File: config.mk
export PLATFORM = sky130hd
export DESIGN_NAME = lps_sequencer
export DESIGN_NICKNAME = d
export VERILOG_FILES = /design/src/lps_pkg.sv /design/src/lps_sequencer.sv
export VERILOG_INCLUDE_DIRS = /design/src
export SDC_FILE = /design/constraint.sdc
export NUM_CORES = 1
export LEC_CHECK = 0
export BUFFER_PORTS_ARGS = -buffer_cell sky130_fd_sc_hd__buf_2
export CORE_MARGIN = 3
export CORE_UTILIZATION = 55
export DETAILED_ROUTE_END_ITERATION = 10
export GPL_ROUTABILITY_DRIVEN = 0
export PLACE_DENSITY = 0.75
export SYNTH_ARGS = -nofsm -noshare
export SYNTH_HDL_FRONTEND = slang
export SYNTH_SLANG_ARGS = --single-unit
File: constraint.sdc
create_clock -name ref_clk -period 9.5 [get_ports ref_clk]
set_input_delay 1.9 -clock ref_clk [delete_from_list [all_inputs] [get_ports ref_clk]]
set_output_delay 1.9 -clock ref_clk [all_outputs]
set_load 0.1 [all_outputs]
File: src/lps_regs.svh
`ifndef LPS_REGS_SVH
`define LPS_REGS_SVH

// ==========================================================
// Operation field codes
`define LPS_OP_DOWN        3'h0
`define LPS_OP_RESERVED    3'h4
`define LPS_OP_CONT_BIT    2

// ==========================================================
// Resolution field codes and cycles per conversion
`define LPS_RES_16         2'h0
`define LPS_RES_12         2'h1
`define LPS_RES_8          2'h2
`define LPS_RES_4          2'h3
`define LPS_CYC_16         17'h10000
`define LPS_CYC_12         17'h01000
`define LPS_CYC_8          17'h00100
`define LPS_CYC_4          17'h00010
`define LPS_MAX_16         16'hffff
`define LPS_MAX_12         16'h0fff
`define LPS_MAX_8          16'h00ff
`define LPS_MAX_4          16'h000f

// ==========================================================
// LED modulation codes and timing
`define LPS_MOD_DC         2'h0
`define LPS_MOD_360K       2'h3
`define LPS_CLK_FREQ_KHZ   10000
`define LPS_MOD_FREQ_KHZ   360
`define LPS_MOD_HALF_CYC   ((`LPS_CLK_FREQ_KHZ + `LPS_MOD_FREQ_KHZ) / (2 * `LPS_MOD_FREQ_KHZ))

// ==========================================================
// Reset values
`define LPS_DATA_RST       16'h0000

`endif

File: src/lps_pkg.sv
package lps_pkg;

	// ==========================================================
	// Measurement kinds
	typedef enum logic [1:0]
	{
		LPS_MEAS_AMB,
		LPS_MEAS_IR,
		LPS_MEAS_PROX
	} lps_meas_t;

	// ==========================================================
	// Command register II settings
	typedef struct packed
	{
		logic [1:0] led_current_select;
		logic [1:0] led_mod_select;
		logic [1:0] resolution_field;
		logic [1:0] range_select;
	} lps_cfg_t;

	// ==========================================================
	// Result bytes, always written as one unit
	typedef struct packed
	{
		logic [7:0] msb;
		logic [7:0] lsb;
	} lps_data_t;

endpackage

File: src/lps_sequencer.sv
`timescale 1ns/100ps
`include "lps_regs.svh"

module lps_sequencer #(
	parameter logic [16:0] INT_CYC_16 = `LPS_CYC_16
) (
	// Clock and reset
	input  wire logic              ref_clk,
	input  wire logic              arst_n,
	// Host commands
	input  wire logic              op_write,
	input  wire logic [2:0]        operation_field,
	input  wire lps_pkg::lps_cfg_t cfg_in,
	input  wire logic              ext_timing_mode,
	input  wire logic              ext_timing_cmd,
	// Charge-balance comparator pulses from the analog front end
	input  wire logic              adc_charge_pulse,
	// Results and status
	output lps_pkg::lps_data_t     data_q,
	output logic                   powered_down_q,
	output logic                   integrating_q,
	output logic                   ambient_light_measure_q,
	output logic                   ir_measure_q,
	// Analog and LED control
	output logic [1:0]             adc_range_q,
	output logic [1:0]             led_current_select_q,
	output logic                   ir_led_drive_output_q
);

	// ==========================================================
	// Helpers
	function automatic logic [16:0] res_cycles(input logic [1:0] res);
		case (res)
			`LPS_RES_16: res_cycles = INT_CYC_16;
			`LPS_RES_12: res_cycles = `LPS_CYC_12;
			`LPS_RES_8:  res_cycles = `LPS_CYC_8;
			default:     res_cycles = `LPS_CYC_4;
		endcase
	endfunction

	function automatic logic [15:0] res_clip(input logic [1:0] res, input logic [16:0] v);
		logic [15:0] lim;
		lim = `LPS_MAX_4;
		case (res)
			`LPS_RES_16: lim = `LPS_MAX_16;
			`LPS_RES_12: lim = `LPS_MAX_12;
			`LPS_RES_8:  lim = `LPS_MAX_8;
			default:     lim = `LPS_MAX_4;
		endcase
		res_clip = (v > {1'b0, lim}) ? lim : v[15:0];
	endfunction

	// ==========================================================
	// State
	typedef enum logic [1:0]
	{
		ST_DOWN,
		ST_ARMED,
		ST_INTEG
	} lps_state_t;

	localparam logic [4:0] MOD_HALF = 5'(`LPS_MOD_HALF_CYC);

	lps_state_t         state_q, state_d;
	lps_pkg::lps_meas_t meas_q, meas_d;
	logic               cont_q, cont_d;
	lps_pkg::lps_cfg_t  cfg_q, cfg_d;
	logic [16:0]        cyc_q, cyc_d;
	logic [16:0]        cnt_q, cnt_d;
	logic [4:0]         mod_cnt_q, mod_cnt_d;
	logic               phase_q, phase_d;
	lps_pkg::lps_data_t data_d;
	logic               led_d;
	logic               start;
	logic               finish;

	// ==========================================================
	// Sequencer next state
	always_comb
	begin
		state_d = state_q;
		meas_d  = meas_q;
		cont_d  = cont_q;
		cfg_d   = cfg_q;
		cyc_d   = cyc_q;
		cnt_d   = cnt_q;
		data_d  = data_q;
		start   = 1'b0;
		finish  = 1'b0;

		if (state_q == ST_INTEG)
		begin
			cyc_d = cyc_q + 17'h00001;
			if (adc_charge_pulse && cnt_q != 17'h1ffff)
				cnt_d = cnt_q + 17'h00001;
			if (ext_timing_mode)
				finish = ext_timing_cmd;
			else
				finish = (cyc_q + 17'h00001 >= res_cycles(cfg_q.resolution_field));
		end
		else if (state_q == ST_ARMED && ext_timing_cmd)
			start = 1'b1;

		// Conversion end: both bytes in one write
		if (finish)
		begin
			if (ext_timing_mode)
				data_d = lps_pkg::lps_data_t'(res_clip(`LPS_RES_16, cyc_q));
			else
				data_d = lps_pkg::lps_data_t'(res_clip(cfg_q.resolution_field, cnt_d));
			if (cont_q)
			begin
				start = 1'b1;
				if (ext_timing_mode)
					start = 1'b1;
			end
			else
				state_d = ST_DOWN;
		end

		// A fresh command other than the reserved code overrides whatever runs
		if (op_write && operation_field != `LPS_OP_RESERVED)
		begin
			if (operation_field == `LPS_OP_DOWN)
			begin
				state_d = ST_DOWN;
				start   = 1'b0;
			end
			else
			begin
				cont_d = operation_field[`LPS_OP_CONT_BIT];
				case (operation_field[1:0])
					2'h1:    meas_d = lps_pkg::LPS_MEAS_AMB;
					2'h2:    meas_d = lps_pkg::LPS_MEAS_IR;
					default: meas_d = lps_pkg::LPS_MEAS_PROX;
				endcase
				if (ext_timing_mode)
				begin
					state_d = ST_ARMED;
					start   = 1'b0;
				end
				else
					start = 1'b1;
			end
		end

		if (start)
		begin
			state_d = ST_INTEG;
			cfg_d   = cfg_in;
			cyc_d   = 17'h00000;
			cnt_d   = 17'h00000;
		end
	end

	always_ff @(posedge ref_clk or negedge arst_n)
	begin
		if (!arst_n)
		begin
			state_q <= ST_DOWN;
			meas_q  <= lps_pkg::LPS_MEAS_AMB;
			cont_q  <= 1'b0;
			cfg_q   <= '0;
			cyc_q   <= 17'h00000;
			cnt_q   <= 17'h00000;
			data_q  <= `LPS_DATA_RST;
		end
		else
		begin
			state_q <= state_d;
			meas_q  <= meas_d;
			cont_q  <= cont_d;
			cfg_q   <= cfg_d;
			cyc_q   <= cyc_d;
			cnt_q   <= cnt_d;
			data_q  <= data_d;
		end
	end

	// ==========================================================
	// LED modulation and drive
	always_comb
	begin
		mod_cnt_d = mod_cnt_q;
		phase_d   = phase_q;
		// Entry restarts the period so the first high half is full length
		if (state_d != ST_INTEG || state_q != ST_INTEG)
		begin
			mod_cnt_d = 5'h00;
			phase_d   = 1'b1;
		end
		else if (mod_cnt_q + 5'h01 >= MOD_HALF)
		begin
			mod_cnt_d = 5'h00;
			phase_d   = ~phase_q;
		end
		else
			mod_cnt_d = mod_cnt_q + 5'h01;

		// Unlisted modulation codes fall back to DC drive
		led_d = (state_d == ST_INTEG) && (meas_d == lps_pkg::LPS_MEAS_PROX);
		if (cfg_d.led_mod_select == `LPS_MOD_360K)
			led_d = led_d && phase_d;
	end

	always_ff @(posedge ref_clk or negedge arst_n)
	begin
		if (!arst_n)
		begin
			mod_cnt_q               <= 5'h00;
			phase_q                 <= 1'b1;
			ir_led_drive_output_q   <= 1'b0;
			led_current_select_q    <= 2'h0;
			adc_range_q             <= 2'h0;
			powered_down_q          <= 1'b1;
			integrating_q           <= 1'b0;
			ambient_light_measure_q <= 1'b0;
			ir_measure_q            <= 1'b0;
		end
		else
		begin
			mod_cnt_q               <= mod_cnt_d;
			phase_q                 <= phase_d;
			ir_led_drive_output_q   <= led_d;
			led_current_select_q    <= cfg_d.led_current_select;
			adc_range_q             <= cfg_d.range_select;
			powered_down_q          <= (state_d == ST_DOWN);
			integrating_q           <= (state_d == ST_INTEG);
			ambient_light_measure_q <= (state_d != ST_DOWN) && (meas_d == lps_pkg::LPS_MEAS_AMB);
			ir_measure_q            <= (state_d != ST_DOWN) && (meas_d != lps_pkg::LPS_MEAS_AMB);
		end
	end

endmodule // lps_sequencer

==> flow_metrics.env <==
export IMPL_criticalPathCategory="primary input to register"
export IMPL_drive_above_1_share_pct=17.4
export IMPL_r2r_start="cnt_q[8]"
export IMPL_synth_edf_count=0
export IMPL_synth_xor_area_share_pct=6.68
export IMPL_cpMaxStageDelayCell="o211a_1"
export IMPL_finalHoldViolCount=0
export IMPL_syn_nets=541
export IMPL_required_ns=9.75
export IMPL_synth_mux_area_share_pct=5.64
export IMPL_grt_pass1_wl_um=17900
export IMPL_synth_top_cell_by_area="dfrtp_1"
export IMPL_cts_buffers=9
export IMPL_crit_fanout=16
export IMPL_layout_nets=560
export IMPL_startpoint="adc_charge_pulse"
export IMPL_wl_per_cell_um=16.2
export IMPL_rsz0062_at_grt="no"
export IMPL_tightest_slew_ns=1.20
export IMPL_dieArea_um2=9730
export IMPL_core_area_um2=8260
export IMPL_powerDensity_nw_per_um2=300
export IMPL_maxCapViolCount=0
export IMPL_maxSlewHeadroom_pct=19.7
export IMPL_grt_max_degree=75
export IMPL_arrival_ns=5.49
export IMPL_rows=33
export IMPL_yosysWarnings=0
export IMPL_ys_seq_area_share_pct=39.3
export IMPL_synth_top_family_by_area="simple AND/OR/NAND/NOR gates"
export IMPL_vias=3645
export IMPL_via_per_inst=5.80
export IMPL_dp_hpwl_um=7430
export IMPL_drv_slew=0
export IMPL_totalWireLength_um=10200
export IMPL_start_kind="primary input"
export IMPL_track_usage_pct=22.6
export IMPL_async_flop_share_pct=100
export IMPL_synth_top_area_share_pct=38.2
export IMPL_hold_path_class="register to register"
export IMPL_remaining_drc_errors=0
export IMPL_cts_buffer_depth=2
export IMPL_syn_area_um2=4720
export IMPL_drtIter0Drc=202
export IMPL_syn_avg_cell_area_um2=9.46
export IMPL_clk_pin_slew_worst_paths_ns=0.08
export IMPL_synth_adder_area_share_pct=6.62
export IMPL_port_buffer_count=41
export IMPL_status="completed"
export IMPL_num_antenna_cells=0
export IMPL_final_common_cell="dfrtp_1"
export IMPL_postSynthCellCount=499
export IMPL_cts_tree="built"
export IMPL_max_stage_delay_ns=0.60
export IMPL_antenna_found_initial=0
export IMPL_synth_top_flop_cell="dfrtp_1"
export IMPL_netlist_top_cells_area="dfrtp_1 38%, ha_1 6.6%, nor2_1 4.1%"
export IMPL_clock_skew_ns=0.00624
export IMPL_finalCritPeriodShare_pct=55.1
export IMPL_power_total_w=0.00153
export IMPL_syn_to_final_growth_pct=8.21
export IMPL_postCtsHoldBufs=0
export IMPL_finalSetupTns_ns=0
export IMPL_clkSinkCount=74
export IMPL_crit_chain="buf_2, nand4bb_1, nor3_1, and2_1, nand3_1, xnor2_1, ha_1, nand2_1, nor3_1, and3_1, o211a_1, o211a_1, mux2_2, a221oi_1"
export IMPL_postCtsSetupBuffers=0
export IMPL_hold_worst_slack_ns=0.486
export IMPL_postCtsResizedCells=0
export IMPL_die_y_um=98.7
export IMPL_finalSetupViolations=0
export IMPL_grt_pass1_vias=3735
export IMPL_vdd_ir_drop_worst_uv=245
export IMPL_yosys_area_share_simple_pct=20.3
export IMPL_io_pins=42
export IMPL_layout_common_cells="72 x dfrtp_1, 51 x nor2_1, 41 x inv_1"
export IMPL_ys_ff_latch=74
export IMPL_root_buffer="clkbuf_8"
export IMPL_htree_num_levels=3
export IMPL_ys_types=70
export IMPL_ant_nets=0
export IMPL_die_w_um=98.7
export IMPL_fmax_ghz=0.191
export IMPL_leakagePower_nw=2.35
export IMPL_grt_ovfl_total=0
export IMPL_worstHoldStart="led_current_select_q[0]"
export IMPL_start_util_pct=57.2
export IMPL_drt_pass1_iter_count=4
export IMPL_insertion_delay_ns=0.35
export IMPL_end_kind="register"
export IMPL_synth_compound_area_share_pct=14.2
export IMPL_period_needed_ns=5.24
registers in the layout (all words and copies together) (netlist names):
register                 flops
led_current_select_q         2
mod_cnt_q                    5
cyc_q                       17
data_q                      16
phase_q                      1
state_q                      2
integrating_q                1
cnt_q                       17
ir_measure_q                 1
cont_q                       1
ir_led_drive_output_q        1
meas_q                       2
powered_down_q               1
ambient_light_measure_q      1
adc_range_q                  2
cfg_q                        4
per-layer routing:
layer / wire, um / track usage, % / share of wire, % / vias to the layer above
met5: 0 / 0 / 0 / -
met2: 5090 / 37.5 / 50 / 62
met4: 116 / 6.72 / 1.1 / 0
met1: 4600 / 30.2 / 45 / 1791
li1: - / - / - / 1781
met3: 390 / 4.25 / 3.8 / 11
power breakdown:
part / internal, W / switching (W) / leakage (nW)
clock: 0.000147 / 0.000123 / 0.105
sequential: 0.000393 / 0.0000715 / 0.956
combinational: 0.000192 / 0.000606 / 1.29
total: 0.000732 / 0.000800 / 2.35
cells by family after synthesis:
kind of cell / count (synthesis)
flops: 74
xor+xnor: 36
fa+ha+maj: 25
other cells: 1
buf+inv: 77
compound gates: 77
mux: 24
simple gates: 185
cell type report:
cell class | instances | area (um2)
fillers | 700 | 3150
inverters | 42 | 158
clock buffers | 9 | 124
multi-input cells | 348 | 2530
flip-flops and latches | 74 | 1850
repair buffers | 43 | 223
well taps | 105 | 131
clock inverters | 7 | 93.8
worst max-delay path: cells and delay by family:
family	cells	cell delay, ns
and+or+nand+nor	7	1.55
buffers and inverters	1	0.09
xor gates and xnor gates	1	0.33
AOI/OAI and AO/OA	3	1.01
muxes	1	0.41
adders and majority gates	1	0.20
metrics by stage:
step	instance area [um2]	instances	util, %	worst slack, ns
6_report	5110	628	61.9	4.26
5_1_grt	5110	628	61.9	3.91
3_3_place_gp	4890	612	59.2	4.11
3_5_place_dp	4890	612	59.2	3.89
2_1_floorplan	4720	499	-	4.77
4_1_cts	5110	628	61.9	4.29
worst paths after layout:
path	slack [ns]	cells past startpoint	endpoint
worst max-delay path	4.26	14	data_q[10]
worst min-delay path	0.49	1	led_current_select_q[0]
worst max register to register	4.57	18	data_q[10]
worst min register to register	0.49	1	led_current_select_q[0]
max in group asynchronous	7.23	1	mod_cnt_q[4]
min in group asynchronous	1.68	1	cnt_q[11]
Yosys cell counts, types with 6 or more instances:
| master | n |
|---|---|
| nand2_1 | 31 |
| a21oi_1 | 9 |
| nor2b_1 | 6 |
| xnor2_1 | 17 |
| mux2_1 | 7 |
| o21ai_1 | 6 |
| o21ai_0 | 9 |
| nand3_1 | 14 |
| xor2_1 | 19 |
| ha_1 | 25 |
| nand2b_1 | 9 |
| inv_1 | 41 |
| a221oi_2 | 10 |
| nor3_1 | 27 |
| nor2_1 | 51 |
| nand4_1 | 17 |
| buf_2 | 15 |
| clkbuf_1 | 12 |
| mux2_2 | 6 |
| dfrtp_1 | 72 |
| mux2i_1 | 9 |
No activity file was read; power rests on OpenSTA's default activity.
